## config.mk

```make
export PLATFORM = sky130hd
export DESIGN_NAME = pwr_mon_ctrl
export DESIGN_NICKNAME = d
export VERILOG_FILES = /design/src/hw/pwr_calc.v /design/src/hw/pwr_mon_ctrl.v
export VERILOG_INCLUDE_DIRS = /design/src /design/src/hw
export SDC_FILE = /design/constraint.sdc
export NUM_CORES = 2
export LEC_CHECK = 0
export ABC_CLOCK_PERIOD_IN_PS = 19400
export BUFFER_PORTS_ARGS = -buffer_cell sky130_fd_sc_hd__buf_2
export CORE_MARGIN = 1
export CORE_UTILIZATION = 25
export CTS_CLUSTER_DIAMETER = 150
export CTS_CLUSTER_SIZE = 28
export DETAILED_ROUTE_END_ITERATION = 16
export SLEW_MARGIN = 20
export SYNTH_ARGS = -nofsm -noshare
export SYNTH_HDL_FRONTEND = slang
export SYNTH_SLANG_ARGS = --single-unit
```

## constraint.sdc

```tcl
create_clock -name clk -period 19.4 [get_ports clk]
set_input_delay 3.88 -clock clk [delete_from_list [all_inputs] [get_ports clk]]
set_output_delay 3.88 -clock clk [all_outputs]
set_load 0.05 [all_outputs]
```

## src/hw/pwr_mon_regs.vh

```
// Register map, field positions, reset values and timing for the power monitor control.
// Assumes a 100 MHz core clock and a register port fed by an external serial slave.
`ifndef PWR_MON_REGS_VH
`define PWR_MON_REGS_VH

// Register offsets
`define OFS_CONFIG      8'h00
`define OFS_SHUNT       8'h01
`define OFS_BUS         8'h02
`define OFS_POWER       8'h03
`define OFS_CURRENT     8'h04
`define OFS_CALIB       8'h05
`define OFS_STATUS      8'h06

// Configuration fields
`define CFG_RESET       16'h399f
`define CFG_SWRST       15
`define CFG_BUS_RANGE   13
`define CFG_GAIN_MSB    12
`define CFG_GAIN_LSB    11
`define CFG_BAVG_MSB    10
`define CFG_BAVG_LSB    7
`define CFG_SAVG_MSB    6
`define CFG_SAVG_LSB    3
`define CFG_MODE_MSB    2
`define CFG_MODE_LSB    0

// Averaging field: top bit selects multi-sample, low bits give log2 of count
`define AVG_MULTI       3
`define AVG_LOG_MSB     2
`define AVG_RES_MSB     1

// Mode field encodings and bits
`define MODE_PDOWN      3'h0
`define MODE_ADC_OFF    3'h4
`define MODE_CONT_BOTH  3'h7
`define MODE_BIT_SHUNT  0
`define MODE_BIT_BUS    1
`define MODE_BIT_CONT   2

// Status fields
`define STAT_BUSY       0
`define STAT_READY      1

// Results
`define CAL_RESET       16'h0000
`define RES_RESET       16'h0000
`define BUS_ALIGN       3
`define CUR_SHIFT       12
`define PWR_DIVISOR     16'h1388

// Power-down recovery
`define CLK_PERIOD_NS   10
`define PD_RECOVERY_NS  40000
`define PD_RECOVERY_CYC ((`PD_RECOVERY_NS + `CLK_PERIOD_NS - 1) / `CLK_PERIOD_NS)

`endif

```

## src/hw/pwr_calc.v

```verilog
// Background current and power computation from committed conversion results.
// Assumes operands stay stable from start until done; two-cycle latency.
`default_nettype none
`include "pwr_mon_regs.vh"

module pwr_calc (
  input  wire        clk,
  input  wire        reset_n,
  input  wire        start,
  input  wire [15:0] shunt,
  input  wire [12:0] bus,
  input  wire [15:0] cal,
  output reg         done,
  output reg  [15:0] current,
  output reg  [15:0] power
);

  wire signed [32:0] prod_cur;
  wire        [15:0] cur_abs;
  wire        [28:0] prod_pwr;
  wire        [28:0] pwr_div;
  reg                stage_q;

  assign prod_cur = $signed(shunt) * $signed({1'b0, cal});
  assign cur_abs  = current[15] ? (~current + 16'h0001) : current;
  assign prod_pwr = cur_abs * bus;
  assign pwr_div  = prod_pwr / `PWR_DIVISOR;

  always @(posedge clk or negedge reset_n) begin
    if (!reset_n) begin
      stage_q <= 1'b0;
      done    <= 1'b0;
      current <= `RES_RESET;
      power   <= `RES_RESET;
    end else begin
      stage_q <= start;
      done    <= stage_q;
      if (start) begin
        // Zero calibration leaves both results at zero
        current <= (cal == `CAL_RESET) ? `RES_RESET :
                   prod_cur[`CUR_SHIFT+15:`CUR_SHIFT];
      end
      if (stage_q) begin
        power <= (cal == `CAL_RESET) ? `RES_RESET : pwr_div[15:0];
      end
    end
  end

endmodule
`default_nettype wire

```

## src/hw/pwr_mon_ctrl.v

```verilog
// Conversion sequencing, averaging, result registers and register port.
// Assumes an external serial slave presents reg_rd/reg_wr pulses and an external ADC
// answers each adc_start pulse with one adc_done pulse.
`default_nettype none
`include "pwr_mon_regs.vh"

module pwr_mon_ctrl (
  input  wire        clk,
  input  wire        reset_n,
  input  wire [7:0]  reg_addr,
  input  wire        reg_wr,
  input  wire [15:0] reg_wdata,
  input  wire        reg_rd,
  output reg  [15:0] reg_rdata_q,
  input  wire        convert_start,
  output reg         adc_start_q,
  output reg         adc_chan_q,
  output reg  [1:0]  adc_res_q,
  input  wire        adc_done,
  input  wire [15:0] adc_data,
  output reg  [1:0]  shunt_gain_setting_q,
  output reg         bus_range_select_q,
  output reg         power_down_q
);

  localparam [5:0] S_IDLE  = 6'h01;
  localparam [5:0] S_WAKE  = 6'h02;
  localparam [5:0] S_SREQ  = 6'h04;
  localparam [5:0] S_SWAIT = 6'h08;
  localparam [5:0] S_BREQ  = 6'h10;
  localparam [5:0] S_BWAIT = 6'h20;

  localparam integer WAKE_CYC  = `PD_RECOVERY_CYC - 1;
  localparam [11:0]  WAKE_LAST = WAKE_CYC[11:0];

  reg  [15:0] cfg_q;
  reg  [15:0] cal_q;
  reg  [15:0] shunt_q;
  reg  [15:0] bus_q;
  reg  [15:0] shunt_new_q;
  reg         ready_q;
  reg  [5:0]  state_q;
  reg  [7:0]  cnt_q;
  reg  [11:0] wake_q;
  reg  signed [22:0] acc_q;
  reg         calc_start_q;

  wire [2:0]  mode;
  wire [2:0]  wmode;
  wire [3:0]  savg;
  wire [3:0]  bavg;
  wire [3:0]  cur_avg;
  wire [2:0]  avg_log;
  wire [7:0]  avg_last;
  wire signed [22:0] sample_ext;
  wire signed [22:0] acc_sum;
  wire signed [22:0] avg_val;
  wire        cfg_wr;
  wire        cal_wr;
  wire        stat_rd;
  wire        wr_active;
  wire        trig_mode;
  wire        pin_shot;
  wire        shot_go;
  wire        calc_done;
  wire [15:0] calc_cur;
  wire [15:0] calc_pwr;

  assign mode      = cfg_q[`CFG_MODE_MSB:`CFG_MODE_LSB];
  assign wmode     = reg_wdata[`CFG_MODE_MSB:`CFG_MODE_LSB];
  assign savg      = cfg_q[`CFG_SAVG_MSB:`CFG_SAVG_LSB];
  assign bavg      = cfg_q[`CFG_BAVG_MSB:`CFG_BAVG_LSB];
  assign cfg_wr    = reg_wr && (reg_addr == `OFS_CONFIG);
  assign cal_wr    = reg_wr && (reg_addr == `OFS_CALIB);
  assign stat_rd   = reg_rd && (reg_addr == `OFS_STATUS);
  assign wr_active = (wmode != `MODE_PDOWN) && (wmode != `MODE_ADC_OFF);
  assign trig_mode = !mode[`MODE_BIT_CONT] && (mode != `MODE_PDOWN);
  assign pin_shot  = convert_start && trig_mode && !cfg_wr;
  // Trigger ignored during recovery so settling is never cut short
  assign shot_go   = pin_shot && !power_down_q && (state_q != S_WAKE);

  // Separate averaging per channel; single sample when the multi bit is clear
  assign cur_avg   = adc_chan_q ? bavg : savg;
  assign avg_log   = cur_avg[`AVG_MULTI] ? cur_avg[`AVG_LOG_MSB:0] : 3'h0;
  assign avg_last  = (8'h01 << avg_log) - 8'h01;
  assign sample_ext = adc_chan_q ? {10'h000, adc_data[12:0]} :
                                   {{7{adc_data[15]}}, adc_data};
  assign acc_sum   = acc_q + sample_ext;
  assign avg_val   = acc_sum >>> avg_log;

  // Math engine kept off the sequencing path so conversions never wait for it
  pwr_calc u_calc (
    .clk     (clk),
    .reset_n (reset_n),
    .start   (calc_start_q),
    .shunt   (shunt_q),
    .bus     (bus_q[15:`BUS_ALIGN]),
    .cal     (cal_q),
    .done    (calc_done),
    .current (calc_cur),
    .power   (calc_pwr)
  );

  // Sequencer and configuration
  always @(posedge clk or negedge reset_n) begin
    if (!reset_n) begin
      cfg_q                <= `CFG_RESET;
      cal_q                <= `CAL_RESET;
      shunt_q              <= `RES_RESET;
      bus_q                <= `RES_RESET;
      shunt_new_q          <= `RES_RESET;
      state_q              <= S_SREQ;
      cnt_q                <= 8'h00;
      wake_q               <= 12'h000;
      acc_q                <= 23'h00_0000;
      calc_start_q         <= 1'b0;
      adc_start_q          <= 1'b0;
      adc_chan_q           <= 1'b0;
      adc_res_q            <= 2'h0;
      shunt_gain_setting_q <= 2'h0;
      bus_range_select_q   <= 1'b0;
      power_down_q         <= 1'b0;
    end else begin
      adc_start_q          <= 1'b0;
      calc_start_q         <= 1'b0;
      shunt_gain_setting_q <= cfg_q[`CFG_GAIN_MSB:`CFG_GAIN_LSB];
      bus_range_select_q   <= cfg_q[`CFG_BUS_RANGE];
      if (cal_wr) begin
        // Lowest bit is not stored
        cal_q <= {reg_wdata[15:1], 1'b0};
      end
      if (cfg_wr && reg_wdata[`CFG_SWRST]) begin
        // Software reset restores every register default
        cfg_q        <= `CFG_RESET;
        cal_q        <= `CAL_RESET;
        shunt_q      <= `RES_RESET;
        bus_q        <= `RES_RESET;
        power_down_q <= 1'b0;
        state_q      <= S_SREQ;
        cnt_q        <= 8'h00;
        acc_q        <= 23'h00_0000;
      end else if (cfg_wr) begin
        // Any mode write aborts the cycle in flight; active modes restart unless recovery is counting
        cfg_q  <= reg_wdata;
        cnt_q  <= 8'h00;
        acc_q  <= 23'h00_0000;
        if (wmode == `MODE_PDOWN) begin
          power_down_q <= 1'b1;
          state_q      <= S_IDLE;
        end else if (wmode == `MODE_ADC_OFF) begin
          state_q <= S_IDLE;
        end else if (power_down_q) begin
          power_down_q <= 1'b0;
          wake_q       <= 12'h000;
          state_q      <= S_WAKE;
        end else if (state_q == S_WAKE) begin
          // New mode during recovery keeps counting
          state_q <= S_WAKE;
        end else begin
          // Triggered modes start a shot even if already stored
          state_q <= wmode[`MODE_BIT_SHUNT] ? S_SREQ : S_BREQ;
        end
      end else if (shot_go) begin
        cnt_q   <= 8'h00;
        acc_q   <= 23'h00_0000;
        state_q <= mode[`MODE_BIT_SHUNT] ? S_SREQ : S_BREQ;
      end else begin
        case (state_q)
          S_IDLE: begin
            state_q <= S_IDLE;
          end
          S_WAKE: begin
            // Analog front end settles before the first valid sample
            if (wake_q == WAKE_LAST) begin
              state_q <= mode[`MODE_BIT_SHUNT] ? S_SREQ : S_BREQ;
            end else begin
              wake_q <= wake_q + 12'h001;
            end
          end
          S_SREQ: begin
            adc_start_q <= 1'b1;
            adc_chan_q  <= 1'b0;
            adc_res_q   <= savg[`AVG_RES_MSB:0];
            state_q     <= S_SWAIT;
          end
          S_SWAIT: begin
            if (adc_done) begin
              if (cnt_q == avg_last) begin
                shunt_new_q <= avg_val[15:0];
                cnt_q       <= 8'h00;
                acc_q       <= 23'h00_0000;
                if (mode[`MODE_BIT_BUS]) begin
                  state_q <= S_BREQ;
                end else begin
                  shunt_q      <= avg_val[15:0];
                  calc_start_q <= 1'b1;
                  state_q      <= mode[`MODE_BIT_CONT] ? S_SREQ : S_IDLE;
                end
              end else begin
                acc_q   <= acc_sum;
                cnt_q   <= cnt_q + 8'h01;
                state_q <= S_SREQ;
              end
            end
          end
          S_BREQ: begin
            adc_start_q <= 1'b1;
            adc_chan_q  <= 1'b1;
            adc_res_q   <= bavg[`AVG_RES_MSB:0];
            state_q     <= S_BWAIT;
          end
          S_BWAIT: begin
            if (adc_done) begin
              if (cnt_q == avg_last) begin
                cnt_q <= 8'h00;
                acc_q <= 23'h00_0000;
                // Shunt and bus of one cycle are committed together
                if (mode[`MODE_BIT_SHUNT]) begin
                  shunt_q <= shunt_new_q;
                end
                bus_q        <= {avg_val[12:0], 3'h0};
                calc_start_q <= 1'b1;
                // Continuous modes loop straight back without waiting on math
                if (mode[`MODE_BIT_CONT]) begin
                  state_q <= mode[`MODE_BIT_SHUNT] ? S_SREQ : S_BREQ;
                end else begin
                  state_q <= S_IDLE;
                end
              end else begin
                acc_q   <= acc_sum;
                cnt_q   <= cnt_q + 8'h01;
                state_q <= S_BREQ;
              end
            end
          end
          default: begin
            state_q <= S_IDLE;
          end
        endcase
      end
    end
  end

  // Ready flag: setting wins over a clear in the same cycle
  always @(posedge clk or negedge reset_n) begin
    if (!reset_n) begin
      ready_q <= 1'b0;
    end else if (calc_done) begin
      ready_q <= 1'b1;
    end else if ((cfg_wr && (wr_active || reg_wdata[`CFG_SWRST])) || stat_rd || shot_go) begin
      ready_q <= 1'b0;
    end
  end

  // Computed results persist until the next calculation or a software reset replaces them
  reg [15:0] cur_q;
  reg [15:0] pwr_q;
  always @(posedge clk or negedge reset_n) begin
    if (!reset_n) begin
      cur_q <= `RES_RESET;
      pwr_q <= `RES_RESET;
    end else if (cfg_wr && reg_wdata[`CFG_SWRST]) begin
      cur_q <= `RES_RESET;
      pwr_q <= `RES_RESET;
    end else if (calc_done) begin
      cur_q <= calc_cur;
      pwr_q <= calc_pwr;
    end
  end

  // Read data registered one cycle after the read strobe
  always @(posedge clk or negedge reset_n) begin
    if (!reset_n) begin
      reg_rdata_q <= 16'h0000;
    end else if (reg_rd) begin
      case (reg_addr)
        `OFS_CONFIG:  reg_rdata_q <= cfg_q;
        `OFS_SHUNT:   reg_rdata_q <= shunt_q;
        `OFS_BUS:     reg_rdata_q <= bus_q;
        `OFS_POWER:   reg_rdata_q <= pwr_q;
        `OFS_CURRENT: reg_rdata_q <= cur_q;
        `OFS_CALIB:   reg_rdata_q <= cal_q;
        `OFS_STATUS:  reg_rdata_q <= {14'h0000, ready_q, (state_q != S_IDLE)};
        default:      reg_rdata_q <= 16'h0000;
      endcase
    end
  end

endmodule
`default_nettype wire

```

**Word level (Yosys, flattened, before mapping)**

Cells that the tools add are included.

- Bits of input ports: 46
- Output and inout bits: 24
- Logic and storage cells: 205
- Bits in registers: 221

- Multiplexer cells: 89
- Multipliers: 2
- Add/subtract/negate cells: 5
- Reductions and logical operators: 44
- Divide/modulo/power cells: 1
- Shift operators: 2
- Equality and inequality tests: 34
- Bitwise operators: 4

Operators with widths:

| kind | count |
|---|---|
| $mux 16 | 26 |
| $mux 23 | 7 |
| $pmux 16 s7 | 1 |
| $mux 12 | 7 |
| $mux 6 | 8 |
| $mux 8 | 6 |
| $mux 5 | 8 |
| $pmux 16 s2 | 1 |
| $pmux 6 s5 | 1 |
| $div 29x13->29 const B | 1 |
| $mul 16x13->29 | 1 |
| $mul 16x17->28 | 1 |
| $eq 8x3->1 const B | 3 |
| $add 23x23->23 | 1 |
| $sshr 23x3->16 | 1 |
| $ne 3x3->1 const B | 7 |
| $mux 1 | 18 |
| $reduce_bool 2->1 | 9 |
| $add 16x1->16 const B | 1 |
| $eq 8x2->1 const B | 2 |
| $logic_not 16->1 | 1 |
| $not 16->16 | 1 |
| $add 12x1->12 const B | 1 |
| $eq 12x12->1 const B | 1 |
| 38 further kinds | 67 |

**Logic depth before layout (Yosys ltp)**

- Word-level depth: 11
- Mapped depth: 84
- Mapped depth without buffers: 73

**By module**

From an unflattened synthesis, not the netlist that was laid out.

- Cells, all modules: 4041
- Area, all modules: 33941.3 um^2

Modules (own cells, without submodules):

| module | seq. area each (um^2) | area an instance (um^2) | cells each | instances |
|---|---|---|---|---|
| pwr_calc | 850.8 | 23044.6 | 2847 | 1 |
| pwr_mon_ctrl | 4593.2 | 10896.7 | 1194 | 1 |

**Worst setup path after synthesis**

Ideal clock, no wire load.

- Path type: register -> register
- From: reg u_calc.current[2]
- To: reg u_calc.power[0]
- Setup slack: 0.245 ns
- Required time: 19.267 ns
- Data arrival time: 19.022 ns
- Path buffers: 3
- Clock period less this slack: 19.155 ns
- Cell stages (with the launch flop): 74
- Setup time: 0.133 ns
- Cells stage by stage: dfrtp_1 > nor4_1 > nand2_1 > o41ai_1 > xnor2_1 > clkbuf_1 > nand2_1 > fa_1 > fa_1 > inv_1 > fa_1 > fa_1 > inv_1 > fa_1 > inv_1 > ha_1 > buf_4 > a21oi_1 > [38 not listed] > xor2_4 > o21ai_2 > o32a_1 > and3_4 > a31oi_2 > mux2_2 > and4_1 > or2_1 > o21ai_2 > mux2_1 > a32o_2 > a311oi_2 > o21bai_2 > or2_0 > a21oi_1 > a21oi_1 > o221ai_1 > a32oi_1

- Word-level cells in the longest chain between the ends: 6

Ends and longest elaborated chain:

| what | RTL line | source |
|---|---|---|
| from (decl) | pwr_calc.v:14 | `output reg [15:0] current,` |
| from (signal assigned) | pwr_calc.v:33 | `` current <= `RES_RESET; `` |
| from (signal assigned) | pwr_calc.v:40 | `` current <= (cal == `CAL_RESET) ? `RES_RESET : `` |
| $not 16->16 | pwr_calc.v:25 | `assign cur_abs = current[15] ? (~current + 16'h0001) : current;` |
| $add 16x1->16 | pwr_calc.v:25 |  |
| $mux 16 * | pwr_calc.v:25 |  |
| $mul 16x13->29 * | pwr_calc.v:26 | `assign prod_pwr = cur_abs * bus;` |
| $div 29x13->29 (no line) * | -- |  |
| $mux 16 * | pwr_calc.v:44 | `` power <= (cal == `CAL_RESET) ? `RES_RESET : pwr_div[15:0]; `` |
| to (signal assigned) | pwr_calc.v:34 | `` power <= `RES_RESET; `` |
| to (signal assigned) | pwr_calc.v:44 |  |
| to (decl) | pwr_calc.v:15 | `output reg [15:0] power` |

Mark *: on every way between the ends. The rest lies on a longest branch, timed or not.
A chain may end at the register's enable or synchronous reset.

**Worst setup path after layout**

Ends and elaborated chain as after synthesis.

==> results.md <==
- The critical path in this run is classified as flop to flop.
- The area taken by multi-input logic gates is ~25000 sq um.
- The routability congestion estimate is slightly below 0.9.
- The cell taking the most area after synthesis is fa_1.
- The wire-length estimate of the detail-placed layout is about 77000 microns.
- The flow ran to the end, and the final reports show no timing, DRC or antenna violations.
- The sequential cell area fraction in the yosys report is 16.8%.
- At the later pin of the worst-skew pair, clock insertion delay measures about 0.52 ns.
- The worst hold path begins at cfg_q[13].
- Setup repair after global routing could not meet its margin everywhere.
- The number of clock sinks seen by CTS is 217.
- Relative to the synthesized area, the layout overhead comes to 18.2%.
- In the final routing, the length of wire on met1 measures 44700 microns.
- The average instance area after synthesis is roughly 8.4 sq um.
- The number of hold violations in the final report came to 0.
- Cell internal power was estimated by the tool at approximately 0.00060 W.
- From bottom edge to top edge, the die measures 362 microns.
- The maximum root-to-sink buffer count is 3.
- The post-route non-filler standard cell count is around 6000.
- Hold timing on the final database bottoms out at a slack of ~0.47 ns.
- In this run the core area contains about 130 standard-cell rows.
- VDD sags by at most between 0.04 and 0.05 mV.
- Data arrives at the worst endpoint at 19.51 ns.
- For the finished layout, the period the worst path requires is roughly 19 ns.
- The detail-routed net length per standard cell is between 15 and 20 microns.
- The cell that appears most often on the critical path is fa_1.
- For this configuration, the core starts out at a cell density of between 20 and 30%.
- The routed layout has 29000 vias.
- The launching point of the worst reg2reg path is u_calc.current[2].
- The violation count after the first detailed-route iteration is just over 2000.
- The number of synthesis warnings is 0.
- The endpoint identified for the worst register-to-register timing path is u_calc.power[0].
- The first-pass iteration count of the detailed router is 5.
- Data on the critical path is required at its endpoint by 19.78 ns.
- The number of levels in the clock H-tree is 1.
- In this run the register-to-register setup slack is ~0.26 ns.
- Clock skew on the completed layout was measured at slightly below 0.03 ns.
- The number of enable flip-flop cells after synthesis is 0.
- The post-synth net total is 4419.
- Of the post-synthesis cell area, the dominant cell type holds 20.4%.
- The post-route netlist has a little under a fifth of its cells at a drive strength greater than 1.
- The critical path buffer and inverter count is 7.
- The initial antenna violation count is 4.
- For this run, asynchronously set or reset flops after synthesis account for 100%.
- The worst-path maximum fanout is 9.
- For this design the total switching power over the nets is 0.000242 W.
- The slew of the pin with the lowest slew margin is between 1 and 1.5 ns.
- The slowest stage of the critical path is the fa_1 cell.
- The sort of element at the end of the critical path is a flop.
- The overall die width is 362 microns.
- The total length of routed wires is ~98000 microns.
- The worst pin sits at a relative slew slack of 29.2%.
- Leaving out fill and tap cells, the most frequent cells in the layout are 477 x nand2_1, 477 x inv_1, 377 x buf_4.
- The number of synthesized register bits is ~220.
- The clock network accounts for about a third of the total power.
- The max-slew violation count came to 0.
- The worst hold path endpoint is bus_range_select_q.
- The type of the most critical hold path is flop to flop.
- The detail route stage leaves a number of antenna-violating nets equal to 0.
- The residual overflow from global routing is 0.
- The leakage power is approximately 18 nW.
- The worst-case setup slack after placement is -0.273 ns.
- In this run the cell area of the synthesized design comes to around 32000 sq um.
- After detailed routing, the number of remaining DRC violations is 0.
- Power spread over the standard cell area amounts to around 22 nW/um^2.
- The part of the total power dissipated in sequential elements is ~58%.
- The clock-pin slew reported for the worst setup and hold paths after clock tree synthesis is 0.11 ns.
- STA classifies the critical path startpoint as a flop.
- Max-cap violations in this run came to 0.
- Summed over all nets, wire length on met2 after detailed routing comes to 45500 microns.
- The number of global-route vias before repair is 28900.
- Global routing used about 15% of the available tracks across all layers.
- The first global-routing pass estimated approximately 160000 microns of wire.
- The floorplan step defined a die boundary enclosing about 130000 sq um.
- For this run, the slowest stage of the critical path takes ~0.57 ns.
- The overall power of the completed layout is 0.000839 W.
- The top routing layer in use is met5.
- The clock tree from TritonCTS is built.
- The commonest register cell after synthesis is dfrtp_1.
- Across all setup checks in the final design, the least slack found is between 0.2 and 0.3 ns.
- The instance count along the most critical hold path is 0.
- The final-report setup violation count is 0.
- TritonCTS created 11 clock buffers.
- The net count of the finished layout is about 4700.
- Of the total power, the share spent switching nets is 28.9%.
- The number of buffers inserted by port buffering is 69.
- The count of filler cells inserted in the layout is 13600.
- The part of the power in combinational logic is 9.9%.
- Including well taps, the total number of placed cells is around 5800.
- Dividing the detail-routed via count by the number of cells gives ~5.
- The family with the most delay on the worst path is compound AO/OA/AOI/OAI gates.
- The sequential cell area is about 5400 sq um.
- The largest net degree at the start of global routing is between 70 and 80.
- Synthesis produced 3854 cells.
- The count of cells along the worst register-to-register path is 74.
- The CTS root buffer is clkbuf_16.
- Derived from the worst setup path, the maximum achievable clock frequency is 52.3 MHz.
- Of the available clock period, the critical path in the final layout requires a little over nine tenths.
- For this design the top-level I/O count stands at 70.
- The distinct cell type count after synthesis is between 100 and 150.
- Summed over all nets, wire length on met3 after detailed routing comes to approximately 5800 microns.
- For this design, the CTS-stage hold fixing added 0 buffers.
- Ranked by total cell area, the synthesized netlist is headed by fa_1 20%, dfrtp_1 16%, ha_1 7.2%, nand2_1 5.6%, inv_1 5.5%.
- The total area inside the core boundary comes to roughly 130000 sq um.
==> sequential cells by signal, indices dropped and copies added, names as in the netlist, 13 cells and up <==
name,count
cal_q,15
acc_q,23
shunt_q,16
shunt_new_q,16
bus_q,13
pwr_q,16
u_calc.power,16
cfg_q,16
reg_rdata_q,16
u_calc.current,16
cur_q,16
==> cells in the mapped netlist, drive strengths merged, types with 61 or more instances <==
master and n:
o22ai 61, inv 477, ha 188, dfrtp 206, a21oi 197, clkbuf 154, xnor2 122, mux2i 111
and2 230, fa 331, nand2 481, nor2 196, nand3 70, o21ai 194
==> cells by family (layout without fill, tap and decap cells) <==
family	Yosys count	count (layout)	synth area share [%]
other cells	0	1	0
xor+xnor	176	176	4.96
compound gates	855	855	18.6
buf+inv	670	945	8.09
fa+ha+maj	522	522	27.7
mux	136	136	4.35
flops	217	217	16.8
simple gates	1278	1278	19.5
==> final cells by class <==
type	count	share of cell area [%]
antenna	1	0.00651
clock buffer	16	0.765
clock inverter	1	0.0228
inverter	478	4.67
multi-input combinational	2967	66.2
sequential	217	14.2
tap	1729	5.63
timing repair buffer	450	8.48
==> layer usage <==
metal,track usage [%],vias up
met3,2.01,127
met1,20.7,14400
met4,3.27,6
li1,-,13600
met5,0,-
met2,24.2,830
==> how the worst max path moves through the flow <==
stage,depth (start not counted),endpoint,slack [ns],startpoint
floorplan,73,u_calc.power[0],0.24,u_calc.current[2]
global placement,74,u_calc.power[0],-0.28,u_calc.current[2]
detailed placement,76,u_calc.power[0],-0.27,u_calc.current[2]
CTS,78,u_calc.power[0],0.005,u_calc.current[2]
global route,85,u_calc.power[0],-0.57,u_calc.current[8]
finish,74,u_calc.power[0],0.26,u_calc.current[2]
==> per-stage QoR <==
step	instance area [sq um]	utilization [%]	TNS (ns)
2_1_floorplan	32500	-	0
3_3_place_gp	36900	28.8	-0.277
3_5_place_dp	36900	28.8	-0.273
4_1_cts	37300	29.1	0
5_1_grt	38400	30.0	-0.682
6_report	38400	30.0	0
==> timing repair <==
action | 4_1_cts | 5_1_grt
pin swaps | 4 | 50
setup endpoints to repair | 1 | 3
resized for setup | 21 | 163
setup buffers | 4 | 24
==> power by group through the flow <==
stage	logic, W	registers (W)	clock network, W
after floorplan	0.0000466	0.000479	0
after global placement	0.0000815	0.000491	0
after detailed placement	0.0000827	0.000492	0
after CTS	0.0000830	0.000483	0.000278
after global routing	0.0000915	0.000485	0.000293
final	0.0000831	0.000483	0.000272
==> worst reg2reg max path: cells and delay by family (launching register included) <==
family / cells / cell delay [ns]
AOI/OAI and AO/OA: 32 / 6.92
and+or+nand+nor: 18 / 5.05
adders and majority gates: 7 / 3.32
muxes: 4 / 1.33
xor gates and xnor gates: 6 / 1.07
buffers and inverters: 7 / 0.89
DFF: 1 / 0.44
(Power assumes the default switching activity.)
